==> src/perfmon_gating_pkg.sv <==
// Constants and types for the enclave performance-monitoring gating block.
// Assumes a 10 MHz core clock and an APB master with 32-bit data.
// Operation
// (RULE_01) Status bit 60 flags that counters may be distorted by enclave protection.
// (RULE_02) Opt-in entry leaves counting and sampling untouched; flag stays clear.
// (RULE_03) Opt-out entry suppresses thread monitoring and sets the flag; fixed one, two exempt.
// (RULE_04) Opt-out entry stops fixed counter zero and general counters until exit.
// (RULE_05) No sampling records for this thread while inside an opt-out enclave.
// (RULE_06) Opt-out enclave on one thread demotes sibling all-thread counters to own thread.
// (RULE_07) Normal or asynchronous exit resumes every suppressed activity, sampling included.
// (RULE_08) On exit, demoted sibling counters return to all-thread counting.
// (RULE_09) Supervisor leaves, key and report leaves report their own address.
// (RULE_10) Opt-in entry or resume reports own address; opt-out gives no record.
// (RULE_11) Pending sample at exit: exit address (opt-in) or last entry address (opt-out).
// (RULE_12) Pending sample after async exit: saved-state pointer or last entry address.
// (RULE_13) Sample taken after exiting-event delivery reports the async landing address.
// (RULE_14) Buffer store faults at async exit are dropped and the record is aborted.
// (RULE_15) Buffer store traps are held until the next instruction boundary.
// (RULE_16) After aborting the record, delivery of the exiting event proceeds.
// (RULE_17) Opt-in entry, resume, exit, async exit each count one branch and instruction.
// (RULE_18) Opt-out enclave execution counts as exactly one branch and one instruction.
// (RULE_19) Counters shared between cores are not affected by enclave entry.
// (RULE_20) Per thread, hold opt-out flag and last entry address from entry to exit.
package perfmon_gating_pkg;

    // Counter enable vector: fixed zero, fixed one, fixed two, four general counters
    localparam int NUM_CTR = 7;
    localparam int CTR_FIXED0 = 0;
    localparam int CTR_FIXED1 = 1;
    localparam int CTR_FIXED2 = 2;
    localparam logic [NUM_CTR-1:0] SUPPRESS_MASK = 7'h79;
    localparam int IP_W = 64;

    // Register byte offsets
    localparam logic [7:0] OFF_STATUS_LO = 8'h00;
    localparam logic [7:0] OFF_STATUS_HI = 8'h04;
    localparam logic [7:0] OFF_CTR_EN = 8'h08;
    localparam logic [7:0] OFF_ALL_THREAD = 8'h0C;
    localparam logic [7:0] OFF_MISC = 8'h10;
    localparam logic [7:0] OFF_ENTRY_IP_LO = 8'h14;
    localparam logic [7:0] OFF_ENTRY_IP_HI = 8'h18;

    // Flag is bit 60 of the 64-bit status: bit 28 of the high word
    localparam int FLAG_BIT = 60;
    localparam int FLAG_HI_BIT = FLAG_BIT - 32;
    // Misc control bits
    localparam int MISC_SAMPLE_EN = 0;
    localparam int MISC_SHARED_EN = 1;

    // Reset values
    localparam logic [NUM_CTR-1:0] CTR_EN_RST = 7'h00;
    localparam logic [NUM_CTR-1:0] ALL_THREAD_RST = 7'h00;
    localparam logic [1:0] MISC_RST = 2'h0;

    // Retiring enclave instruction kinds
    typedef enum logic [2:0] {
        LEAF_SUPERVISOR,
        LEAF_KEY,
        LEAF_REPORT,
        LEAF_ENTER,
        LEAF_RESUME,
        LEAF_EXIT,
        LEAF_OTHER_USER
    } leaf_kind_t;

    typedef enum logic [1:0] {
        AX_IDLE,
        AX_RECORD,
        AX_DELIVER
    } aex_state_t;

endpackage

==> src/enclave_perfmon_gating.sv <==
// Enclave-aware gating of counters, sampling and branch/instruction counting for one thread.
// Assumes the core presents one-cycle event pulses synchronous to clk_i and keeps its own counters.
`timescale 1ns/1ps
module enclave_perfmon_gating
    import perfmon_gating_pkg::*;
(
    input wire logic clk_i,
    input wire logic rst_b_i,
    // APB slave
    input wire logic psel_i,
    input wire logic penable_i,
    input wire logic pwrite_i,
    input wire logic [7:0] paddr_i,
    input wire logic [31:0] pwdata_i,
    output logic [31:0] prdata_o,
    output logic pready_o,
    output logic pslverr_o,
    // Enclave instruction retirement
    input wire logic leaf_retire_i,
    input wire leaf_kind_t leaf_kind_i,
    input wire logic [IP_W-1:0] leaf_ip_i,
    input wire logic opt_out_entry_i,
    // Asynchronous exit and exiting-event delivery
    input wire logic async_exit_i,
    input wire logic [IP_W-1:0] saved_state_ip_i,
    input wire logic [IP_W-1:0] landing_ip_i,
    input wire logic eee_done_i,
    input wire logic sample_pending_i,
    input wire logic record_done_i,
    input wire logic store_fault_i,
    input wire logic store_trap_i,
    input wire logic insn_boundary_i,
    input wire logic sibling_opt_out_i,
    // Gating outputs
    output logic [NUM_CTR-1:0] count_en_o,
    output logic [NUM_CTR-1:0] all_thread_o,
    output logic shared_count_en_o,
    output logic demote_sibling_o,
    output logic sample_req_o,
    output logic [IP_W-1:0] eventing_ip_o,
    output logic record_abort_o,
    output logic eee_deliver_o,
    output logic trap_service_o,
    output logic branch_inc_o,
    output logic insn_inc_o
);

    logic in_enclave_ff;
    logic opt_out_ff;
    logic [IP_W-1:0] entry_ip_ff;
    logic flag_ff;
    logic [NUM_CTR-1:0] ctr_en_ff;
    logic [NUM_CTR-1:0] all_thread_ff;
    logic [1:0] misc_ff;
    logic [31:0] prdata_ff;
    logic pready_ff;
    logic pslverr_ff;
    logic [NUM_CTR-1:0] count_en_ff;
    logic [NUM_CTR-1:0] all_thread_out_ff;
    logic shared_en_ff;
    logic demote_ff;
    logic sample_req_ff;
    logic [IP_W-1:0] eventing_ip_ff;
    logic abort_ff;
    logic deliver_ff;
    logic trap_pend_ff;
    logic trap_service_ff;
    logic branch_inc_ff;
    logic insn_inc_ff;
    aex_state_t ax_state_ff;

    logic is_entry;
    logic is_exit;
    logic wr_en;
    logic flag_clr;
    logic sample_ok;

    assign is_entry = leaf_retire_i && (leaf_kind_i == LEAF_ENTER || leaf_kind_i == LEAF_RESUME);
    assign is_exit = leaf_retire_i && (leaf_kind_i == LEAF_EXIT);
    // Write lands at the access edge where pready is seen high, never in setup
    assign wr_en = psel_i && penable_i && pready_ff && pwrite_i;
    assign flag_clr = wr_en && paddr_i == OFF_STATUS_HI && pwdata_i[FLAG_HI_BIT];
    // Sampling globally enabled and pending
    assign sample_ok = misc_ff[MISC_SAMPLE_EN] && sample_pending_i;

    // Enclave residency tracking
    // (RULE_20) entry state hold
    always_ff @(posedge clk_i or negedge rst_b_i) begin
        if (!rst_b_i) begin
            in_enclave_ff <= 1'b0;
            opt_out_ff <= 1'b0;
            entry_ip_ff <= '0;
        end else if (is_entry) begin
            in_enclave_ff <= 1'b1;
            opt_out_ff <= opt_out_entry_i;
            entry_ip_ff <= leaf_ip_i;
        end else if (is_exit || async_exit_i) begin
            // (RULE_07) unsuppress on exit
            in_enclave_ff <= 1'b0;
            opt_out_ff <= 1'b0;
        end
    end

    // Side-channel flag: sticky, write one to clear; a new opt-out entry wins over the clear
    // (RULE_03) flag set opt-out
    always_ff @(posedge clk_i or negedge rst_b_i) begin
        if (!rst_b_i) begin
            flag_ff <= 1'b0;
        end else if (is_entry && opt_out_entry_i) begin
            flag_ff <= 1'b1;
        end else if (flag_clr) begin
            flag_ff <= 1'b0;
        end
    end

    // Software control registers
    always_ff @(posedge clk_i or negedge rst_b_i) begin
        if (!rst_b_i) begin
            ctr_en_ff <= CTR_EN_RST;
            all_thread_ff <= ALL_THREAD_RST;
            misc_ff <= MISC_RST;
        end else if (wr_en) begin
            if (paddr_i == OFF_CTR_EN) begin
                ctr_en_ff <= pwdata_i[NUM_CTR-1:0];
            end
            if (paddr_i == OFF_ALL_THREAD) begin
                all_thread_ff <= pwdata_i[NUM_CTR-1:0];
            end
            if (paddr_i == OFF_MISC) begin
                misc_ff <= pwdata_i[1:0];
            end
        end
    end

    // APB answer: data is latched in the setup cycle so pready can sit high
    always_ff @(posedge clk_i or negedge rst_b_i) begin
        if (!rst_b_i) begin
            prdata_ff <= 32'h0000_0000;
            pready_ff <= 1'b0;
            pslverr_ff <= 1'b0;
        end else begin
            pready_ff <= 1'b1;
            if (psel_i && !penable_i) begin
                prdata_ff <= 32'h0000_0000;
                pslverr_ff <= 1'b0;
                unique case (paddr_i)
                    OFF_STATUS_LO: prdata_ff <= 32'h0000_0000;
                    // (RULE_01) flag at bit 60
                    OFF_STATUS_HI: prdata_ff <= {3'h0, flag_ff, 28'h000_0000};
                    OFF_CTR_EN: prdata_ff <= {25'h000_0000, ctr_en_ff};
                    OFF_ALL_THREAD: prdata_ff <= {25'h000_0000, all_thread_ff};
                    OFF_MISC: prdata_ff <= {28'h000_0000, opt_out_ff, in_enclave_ff, misc_ff};
                    OFF_ENTRY_IP_LO: prdata_ff <= entry_ip_ff[31:0];
                    OFF_ENTRY_IP_HI: prdata_ff <= entry_ip_ff[63:32];
                    default: pslverr_ff <= 1'b1;
                endcase
            end
        end
    end

    // Counter gating; one cycle behind residency by design of registered outputs
    // (RULE_04) stop fixed zero, general
    always_ff @(posedge clk_i or negedge rst_b_i) begin
        if (!rst_b_i) begin
            count_en_ff <= '0;
            shared_en_ff <= 1'b0;
        end else begin
            // (RULE_02) opt-in passes all
            count_en_ff <= opt_out_ff ? (ctr_en_ff & ~SUPPRESS_MASK) : ctr_en_ff;
            // (RULE_19) shared counters untouched
            shared_en_ff <= misc_ff[MISC_SHARED_EN];
        end
    end

    // All-thread demotion: ours follows the sibling, sibling's follows us
    // (RULE_06) demote sibling all-thread
    always_ff @(posedge clk_i or negedge rst_b_i) begin
        if (!rst_b_i) begin
            all_thread_out_ff <= '0;
            demote_ff <= 1'b0;
        end else begin
            // (RULE_08) restore after exit
            all_thread_out_ff <= sibling_opt_out_i ? '0 : all_thread_ff;
            demote_ff <= opt_out_ff;
        end
    end

    // Branch and instruction counting of enclave transitions
    always_ff @(posedge clk_i or negedge rst_b_i) begin
        if (!rst_b_i) begin
            branch_inc_ff <= 1'b0;
            insn_inc_ff <= 1'b0;
        end else begin
            // (RULE_17) opt-in each transition
            // (RULE_18) opt-out once at exit
            branch_inc_ff <= (is_entry && !opt_out_entry_i) || ((is_exit || async_exit_i) && in_enclave_ff);
            insn_inc_ff <= (is_entry && !opt_out_entry_i) || ((is_exit || async_exit_i) && in_enclave_ff);
        end
    end

    // Asynchronous exit: record, possible abort, then exiting-event delivery
    // (RULE_16) deliver after abort
    always_ff @(posedge clk_i or negedge rst_b_i) begin
        if (!rst_b_i) begin
            ax_state_ff <= AX_IDLE;
            abort_ff <= 1'b0;
            deliver_ff <= 1'b0;
        end else begin
            abort_ff <= 1'b0;
            deliver_ff <= 1'b0;
            unique case (ax_state_ff)
                AX_IDLE: begin
                    if (async_exit_i) begin
                        ax_state_ff <= sample_ok ? AX_RECORD : AX_DELIVER;
                    end
                end
                AX_RECORD: begin
                    // (RULE_14) fault aborts record
                    if (store_fault_i) begin
                        abort_ff <= 1'b1;
                        ax_state_ff <= AX_DELIVER;
                    end else if (record_done_i) begin
                        ax_state_ff <= AX_DELIVER;
                    end
                end
                AX_DELIVER: begin
                    deliver_ff <= 1'b1;
                    ax_state_ff <= AX_IDLE;
                end
            endcase
        end
    end

    // Store traps wait for an instruction boundary; a new trap beats the clear of the pending trap
    // (RULE_15) trap held to boundary
    always_ff @(posedge clk_i or negedge rst_b_i) begin
        if (!rst_b_i) begin
            trap_pend_ff <= 1'b0;
            trap_service_ff <= 1'b0;
        end else begin
            trap_service_ff <= trap_pend_ff && insn_boundary_i;
            if (ax_state_ff == AX_RECORD && store_trap_i) begin
                trap_pend_ff <= 1'b1;
            end else if (insn_boundary_i) begin
                trap_pend_ff <= 1'b0;
            end
        end
    end

    // Sampling request and eventing pointer choice
    always_ff @(posedge clk_i or negedge rst_b_i) begin
        if (!rst_b_i) begin
            sample_req_ff <= 1'b0;
            eventing_ip_ff <= '0;
        end else begin
            sample_req_ff <= 1'b0;
            if (async_exit_i && sample_ok) begin
                // (RULE_12) async exit pointer
                sample_req_ff <= 1'b1;
                eventing_ip_ff <= opt_out_ff ? entry_ip_ff : saved_state_ip_i;
            end else if (eee_done_i && sample_ok) begin
                // (RULE_13) landing address
                sample_req_ff <= 1'b1;
                eventing_ip_ff <= landing_ip_i;
            end else if (leaf_retire_i && sample_ok) begin
                unique case (leaf_kind_i)
                    LEAF_ENTER, LEAF_RESUME: begin
                        // (RULE_10) opt-out entry silent
                        sample_req_ff <= !opt_out_entry_i;
                        eventing_ip_ff <= leaf_ip_i;
                    end
                    LEAF_EXIT: begin
                        // (RULE_11) exit pointer choice
                        sample_req_ff <= 1'b1;
                        eventing_ip_ff <= opt_out_ff ? entry_ip_ff : leaf_ip_i;
                    end
                    default: begin
                        // (RULE_09) own leaf address
                        // (RULE_05) suppressed in opt-out
                        sample_req_ff <= !opt_out_ff;
                        eventing_ip_ff <= leaf_ip_i;
                    end
                endcase
            end
        end
    end

    assign prdata_o = prdata_ff;
    assign pready_o = pready_ff;
    assign pslverr_o = pslverr_ff;
    assign count_en_o = count_en_ff;
    assign all_thread_o = all_thread_out_ff;
    assign shared_count_en_o = shared_en_ff;
    assign demote_sibling_o = demote_ff;
    assign sample_req_o = sample_req_ff;
    assign eventing_ip_o = eventing_ip_ff;
    assign record_abort_o = abort_ff;
    assign eee_deliver_o = deliver_ff;
    assign trap_service_o = trap_service_ff;
    assign branch_inc_o = branch_inc_ff;
    assign insn_inc_o = insn_inc_ff;
endmodule

==> config.mk <==
export PLATFORM = sky130hd
export DESIGN_NAME = enclave_perfmon_gating
export DESIGN_NICKNAME = d
export VERILOG_FILES = /design/src/perfmon_gating_pkg.sv /design/src/enclave_perfmon_gating.sv
export SDC_FILE = /design/constraint.sdc
export NUM_CORES = 1
export LEC_CHECK = 0
export BUFFER_PORTS_ARGS = -buffer_cell sky130_fd_sc_hd__buf_2
export CAP_MARGIN = 40
export CORE_MARGIN = 10
export CORE_UTILIZATION = 30
export CTS_CLUSTER_DIAMETER = 30
export CTS_CLUSTER_SIZE = 14
export DETAILED_ROUTE_END_ITERATION = 8
export PLACE_DENSITY = 0.62
export SLEW_MARGIN = 40
export SYNTH_ARGS = -nofsm -noshare
export SYNTH_HDL_FRONTEND = slang
export SYNTH_SLANG_ARGS = --single-unit
==> constraint.sdc <==
create_clock -name clk_i -period 1.5 [get_ports clk_i]
set_input_delay 0.225 -clock clk_i [delete_from_list [all_inputs] [get_ports clk_i]]
set_output_delay 0.225 -clock clk_i [all_outputs]
set_load 0.1 [all_outputs]
Word level (Yosys, flattened, before mapping) --
Cells that the tools add are included.
Storage, ports and cells: output and inout bits 120, word-level logic and storage cells 99, flip-flop bits (word level) 205
Operators by class: reductions and logical operators 35, multiplexer cells 29, equal/unequal tests 13
Operator list (number):
- two-way mux 64 bit | 6
- one-hot mux 32 bit (6 select lines) | 1
- equality test 8 x 5 -> 1 bit (second input constant) | 3
- logical AND 1 bit | 17
- equality test 8 x 4 -> 1 bit (second input constant) | 2
- two-way mux 1 bit | 14
- two-way mux 7 bit | 2
- equality test 8 x 3 -> 1 bit (second input constant) | 1
- zero test 8 bit | 1
- two-way mux 2 bit | 4
- AND reduction 2 bit | 4
- OR reduction 7 bit | 1
- equality test 3 bit (second input constant) | 2
- one-hot mux 2 bit (3 select lines) | 1
- nonzero test 2 bit | 3
- equality test 3 x 2 -> 1 bit (second input constant) | 1
- zero test 1 bit | 3
- logical OR 1 bit | 3
- inequality test 3 bit (second input constant) | 1
- nonzero test 3 bit | 1
- equality test 2 x 1 -> 1 bit (second input constant) | 1
- equality test 2 bit (second input constant) | 1
- zero test 2 bit | 1
- inequality test 2 bit (second input constant) | 1
- other kinds (2) | 2

Longest topological paths before layout --
depth in word-level cells 7, mapped depth 8

Worst setup path after synthesis --
Ideal clock, no wire load.
kind register to register, start point register pready_ff, in the netlist pready_o, end point register ctr_en_ff[0], clock period less this slack 2.082 ns, library setup time 0.125 ns, cell stages (with the launch flop) 6, path buffers 1, arrival time 1.958 ns, slack -0.582 ns, cell sequence dfrtp_1 nand4_1 nor2_1 and4b_1 buf_2 mux2_2
On the way: word-level cells in the longest chain between the ends 3
Ends and longest elaborated chain:
- start, declared | RTL line enclave_perfmon_gating.sv:56 | logic pready_ff;
- start signal, assigned | RTL line enclave_perfmon_gating.sv:139 | pready_ff <= 1'b0;
- start signal, assigned | RTL line enclave_perfmon_gating.sv:142 | pready_ff <= 1'b1;
- logical AND 1 bit (2 in series) | RTL line enclave_perfmon_gating.sv:81 | assign wr_en = psel_i && penable_i && pready_ff && pwrite_i;
- AND reduction 2 bit (no line)
- end signal, assigned | RTL line enclave_perfmon_gating.sv:124 | ctr_en_ff <= pwdata_i[NUM_CTR-1:0];
- end, declared | RTL line enclave_perfmon_gating.sv:52 | logic [NUM_CTR-1:0] ctr_en_ff;
No other way between the ends. A chain may end at the register's enable or synchronous reset.

Worst setup path in the final report --
start point register opt_out_ff, end point register eventing_ip_ff[12], in the netlist eventing_ip_o[12]
On the way: word-level cells in the longest chain between the ends 5
Ends and longest elaborated chain:
- start, declared | RTL line enclave_perfmon_gating.sv:49 | logic opt_out_ff;
- start signal, assigned | RTL line enclave_perfmon_gating.sv:95 | opt_out_ff <= opt_out_entry_i;
- two-way mux 64 bit | RTL line enclave_perfmon_gating.sv:275 | eventing_ip_ff <= opt_out_ff ? entry_ip_ff : leaf_ip_i;
- two-way mux 64 bit | RTL line enclave_perfmon_gating.sv:266 | unique case (leaf_kind_i)
- two-way mux 64 bit | RTL line enclave_perfmon_gating.sv:265 | end else if (leaf_retire_i && sample_ok) begin
- two-way mux 64 bit | RTL line enclave_perfmon_gating.sv:261 | end else if (eee_done_i && sample_ok) begin
- two-way mux 64 bit * | RTL line enclave_perfmon_gating.sv:257 | if (async_exit_i && sample_ok) begin
- end signal, assigned | RTL line enclave_perfmon_gating.sv:260 | eventing_ip_ff <= opt_out_ff ? entry_ip_ff : saved_state_ip_i;
- end signal, assigned | RTL line enclave_perfmon_gating.sv:264 | eventing_ip_ff <= landing_ip_i;
- end signal, assigned | RTL line enclave_perfmon_gating.sv:270 | eventing_ip_ff <= leaf_ip_i;
- end, declared | RTL line enclave_perfmon_gating.sv:63 | logic [IP_W-1:0] eventing_ip_ff;
Every way passes the cells marked *; elsewhere a longest branch is shown, timed or not. The select of a mux whose other input is x is not followed.

==> impl_metrics.toml <==
[route]
drt-total-wl_mm = 44.2
wl_per_cell_um = 22.5
drtPass1Iterations = 5
vias = 10300
drtIter0Drc = 483
drc = 0
post_drt_via_cell_ratio = 5.26
ant_nets = 0

[synth]
synth_area_leader_cell = "dfrtp_1"
synth_cell_types = 52
synth_seq_area_share_pct = 48.6
async_flop_share_pct = 100
synth_ff_type = "dfrtp_1"
synth_edf_count = 0
syn-num-nets = 1214
synth_top_area_share_pct = 48.6
yosys_warnings = 0
synth_area_leaders = "dfrtp_1 (49%), mux2_2 (13%), nand2_1 (4.4%)"
postSynthCellCount = 961
synth-seq-cells = 205
avgSynthCellArea_um2 = 11.0
syn-cell-area_mm2 = 0.0106

[timing]
min_period_ns = 1.71
rsz0062_at_grt = "true"
fin_skew_ns = 0.0188
setup_tns_ns = -10.76
finalHoldViolations = 0
finalWorstSetupSlack_ns = -0.214
final_max_slew_viol_count = 0
holdWs_ns = 0.0132
fmax_ghz = 0.583
setup_viol = 74
timing.final.crit_share_pct = 114

[critical_path]
setup.worst_path.start_class = "flop"
r2r-start = "opt_out_ff"
worstPathMaxFanout = 22
crit_arrival_ns = 2.15
end_kind = "flop"
required_ns = 1.94
startpoint = "opt_out_ff"
r2r_slack_ns = -0.21
worstRegToRegCells = 6
reg2reg_to = "eventing_ip_o[12]"
critPathKind = "reg -> reg"

[outcome]
status = "finished with violations"
violations = "setup timing"

[cts]
path_clk_slew_ns = 0.05
cts-root-buf = "clkbuf_16"
clk_path_buf_depth = 3
cts_sinks = 205
cts_tree = "yes"
numCtsBuffers = 54
clkLatencyLatePin_ns = 0.57
htree_levels = 2

[final_layout]
final_nets = 1713
final_cells = 1965
drive_above_1_share_pct = 48.6
syn2layout_area_growth_pct = 61.8

[global_route]
grt_max_degree = 53
grt.total_usage_pct = 19.3
overflow = 0
grt_pass1_wl_mm = 66.4
grt_pass1_vias = 11200
antenna_found_initial = 2

[die]
start_util_pct = 30.5
dieWidth_um = 208
num_io_pins = 370
die_y_um = 208
core_mm2 = 0.0346
die-area_mm2 = 0.0431
rows = 68

[power_and_ir_drop]
peakVddDrop_uv = 938
powerDensity_mw_per_mm2 = 1360
total_power_uw = 23200
leakage_uw = 0.00828

[flow_run]
cap_violations = 0

[place]
placement.io_buffers = 345
gp_congestion = 0.879
pre_cts_ws_ns = -0.292
dp.final_hpwl_mm = 30.7
placed_cells = 1756

[min_path]
holdPathEnd = "eventing_ip_o[41]"
hold_start = "landing_ip_i[41]"
hold_class = "in -> reg"
holdPathStages = 3
==> power breakdown <==
part	internal (µW)	switching, µW
Sequential	6150	627
Clock	8830	3700
Combinational	1480	2410
Total	16500	6740
==> synth_stat cells, drive strengths merged, types with 2 or more instances <==
cell	count
a21boi	4
a221oi	22
a22oi	29
nand4	3
nand3b	2
o22ai	43
mux2i	33
nor3b	2
o221ai	4
clkbuf	34
nor3	2
mux2	145
a21oi	30
ha	3
nand3	6
and2	7
nand4b	2
inv	6
a311oi	43
o21ai	32
nor2	58
nand2b	2
buf	46
and4b	2
nand2	125
nor2b	15
dfrtp	205
a21o	43
or3	2
==> critical path: stages (launching register included) <==
cell and delay [ns]:
dfrtp_4 0.39, buf_4 0.20, buf_12 0.21, mux2_2 0.35, o22ai_1 0.15, a311oi_1 0.08, a21o_1 0.18
==> logic make-up (layout without fill, tap and decap cells) <==
kind of cell,Yosys count,in the layout,share of synthesized area [%]
AOI/OAI and AO/OA,254,254,17.8
and+or+nand+nor,234,234,10.0
DFF,205,205,48.6
muxes,178,178,19.1
buffers and inverters,86,630,4.10
adders and majority gates,3,3,0.355
other,1,6,0.0355
==> cell usage in the layout, fill, tap and decap left out, drive strengths merged, types with 32 or more instances in the layout <==
cell / netlist / final
clkbuf: 34 / 63
o22ai: 43 / 43
mux2i: 33 / 33
buf: 46 / 425
a311oi: 43 / 43
nor2: 58 / 58
o21ai: 32 / 32
nand2: 125 / 125
a21o: 43 / 43
dlygate4sd3: 0 / 97
dfrtp: 205 / 205
mux2: 145 / 145
==> through the flow <==
stage | utilization, % | cell area, µm²
6_report | 49.3 | 17100
5_1_grt | 49.3 | 17100
4_1_cts | 48.7 | 16900
3_5_place_dp | 38.7 | 13400
3_3_place_gp | 38.7 | 13400
2_1_floorplan | - | 10600
==> sequential cells by signal, indices dropped and copies added (netlist names), 2 cells and up <==
| register | cells |
|---|---|
| count_en_o | 7 |
| ax_state_ff | 2 |
| all_thread_o | 7 |
| entry_ip_ff | 64 |
| misc_ff | 2 |
| eventing_ip_o | 64 |
| all_thread_ff | 7 |
| prdata_o | 32 |
| ctr_en_ff | 7 |
==> layer usage <==
layer	vias to the layer above	wire (µm)	global-route usage [%]
li1	4591	-	-
met1	5183	18700	24.0
met2	483	21300	31.9
met3	76	3100	4.59
met4	0	1070	6.90
met5	-	0	0
==> worst max-delay path by stage <==
stage | to | cells after the start
after floorplan | ctr_en_ff[0] | 5
after global placement | prdata_o[7] | 6
after detailed placement | prdata_o[31] | 6
after CTS | eventing_ip_o[35] | 6
after global routing | eventing_ip_o[63] | 6
final | eventing_ip_o[12] | 6
==> cell type report <==
type / count / area [µm²]
antenna: 5 / 12.5
clock buffer: 62 / 1420
clock inverter: 39 / 549
fill: 2994 / 17500
inverter: 6 / 22.5
multi-input combinational: 670 / 5310
sequential: 205 / 5140
tap: 455 / 569
timing repair buffer: 523 / 4060
==> repair_timing <==
action                                 CTS  global route
hold buffers                            97             0
endpoints found under the hold margin  318             0
cloned                                   2             1
gates resized for setup                148            34
pin swaps                                4             8
setup endpoints to repair              188            88
setup buffers                            3             1
(Power assumes the default switching activity.)
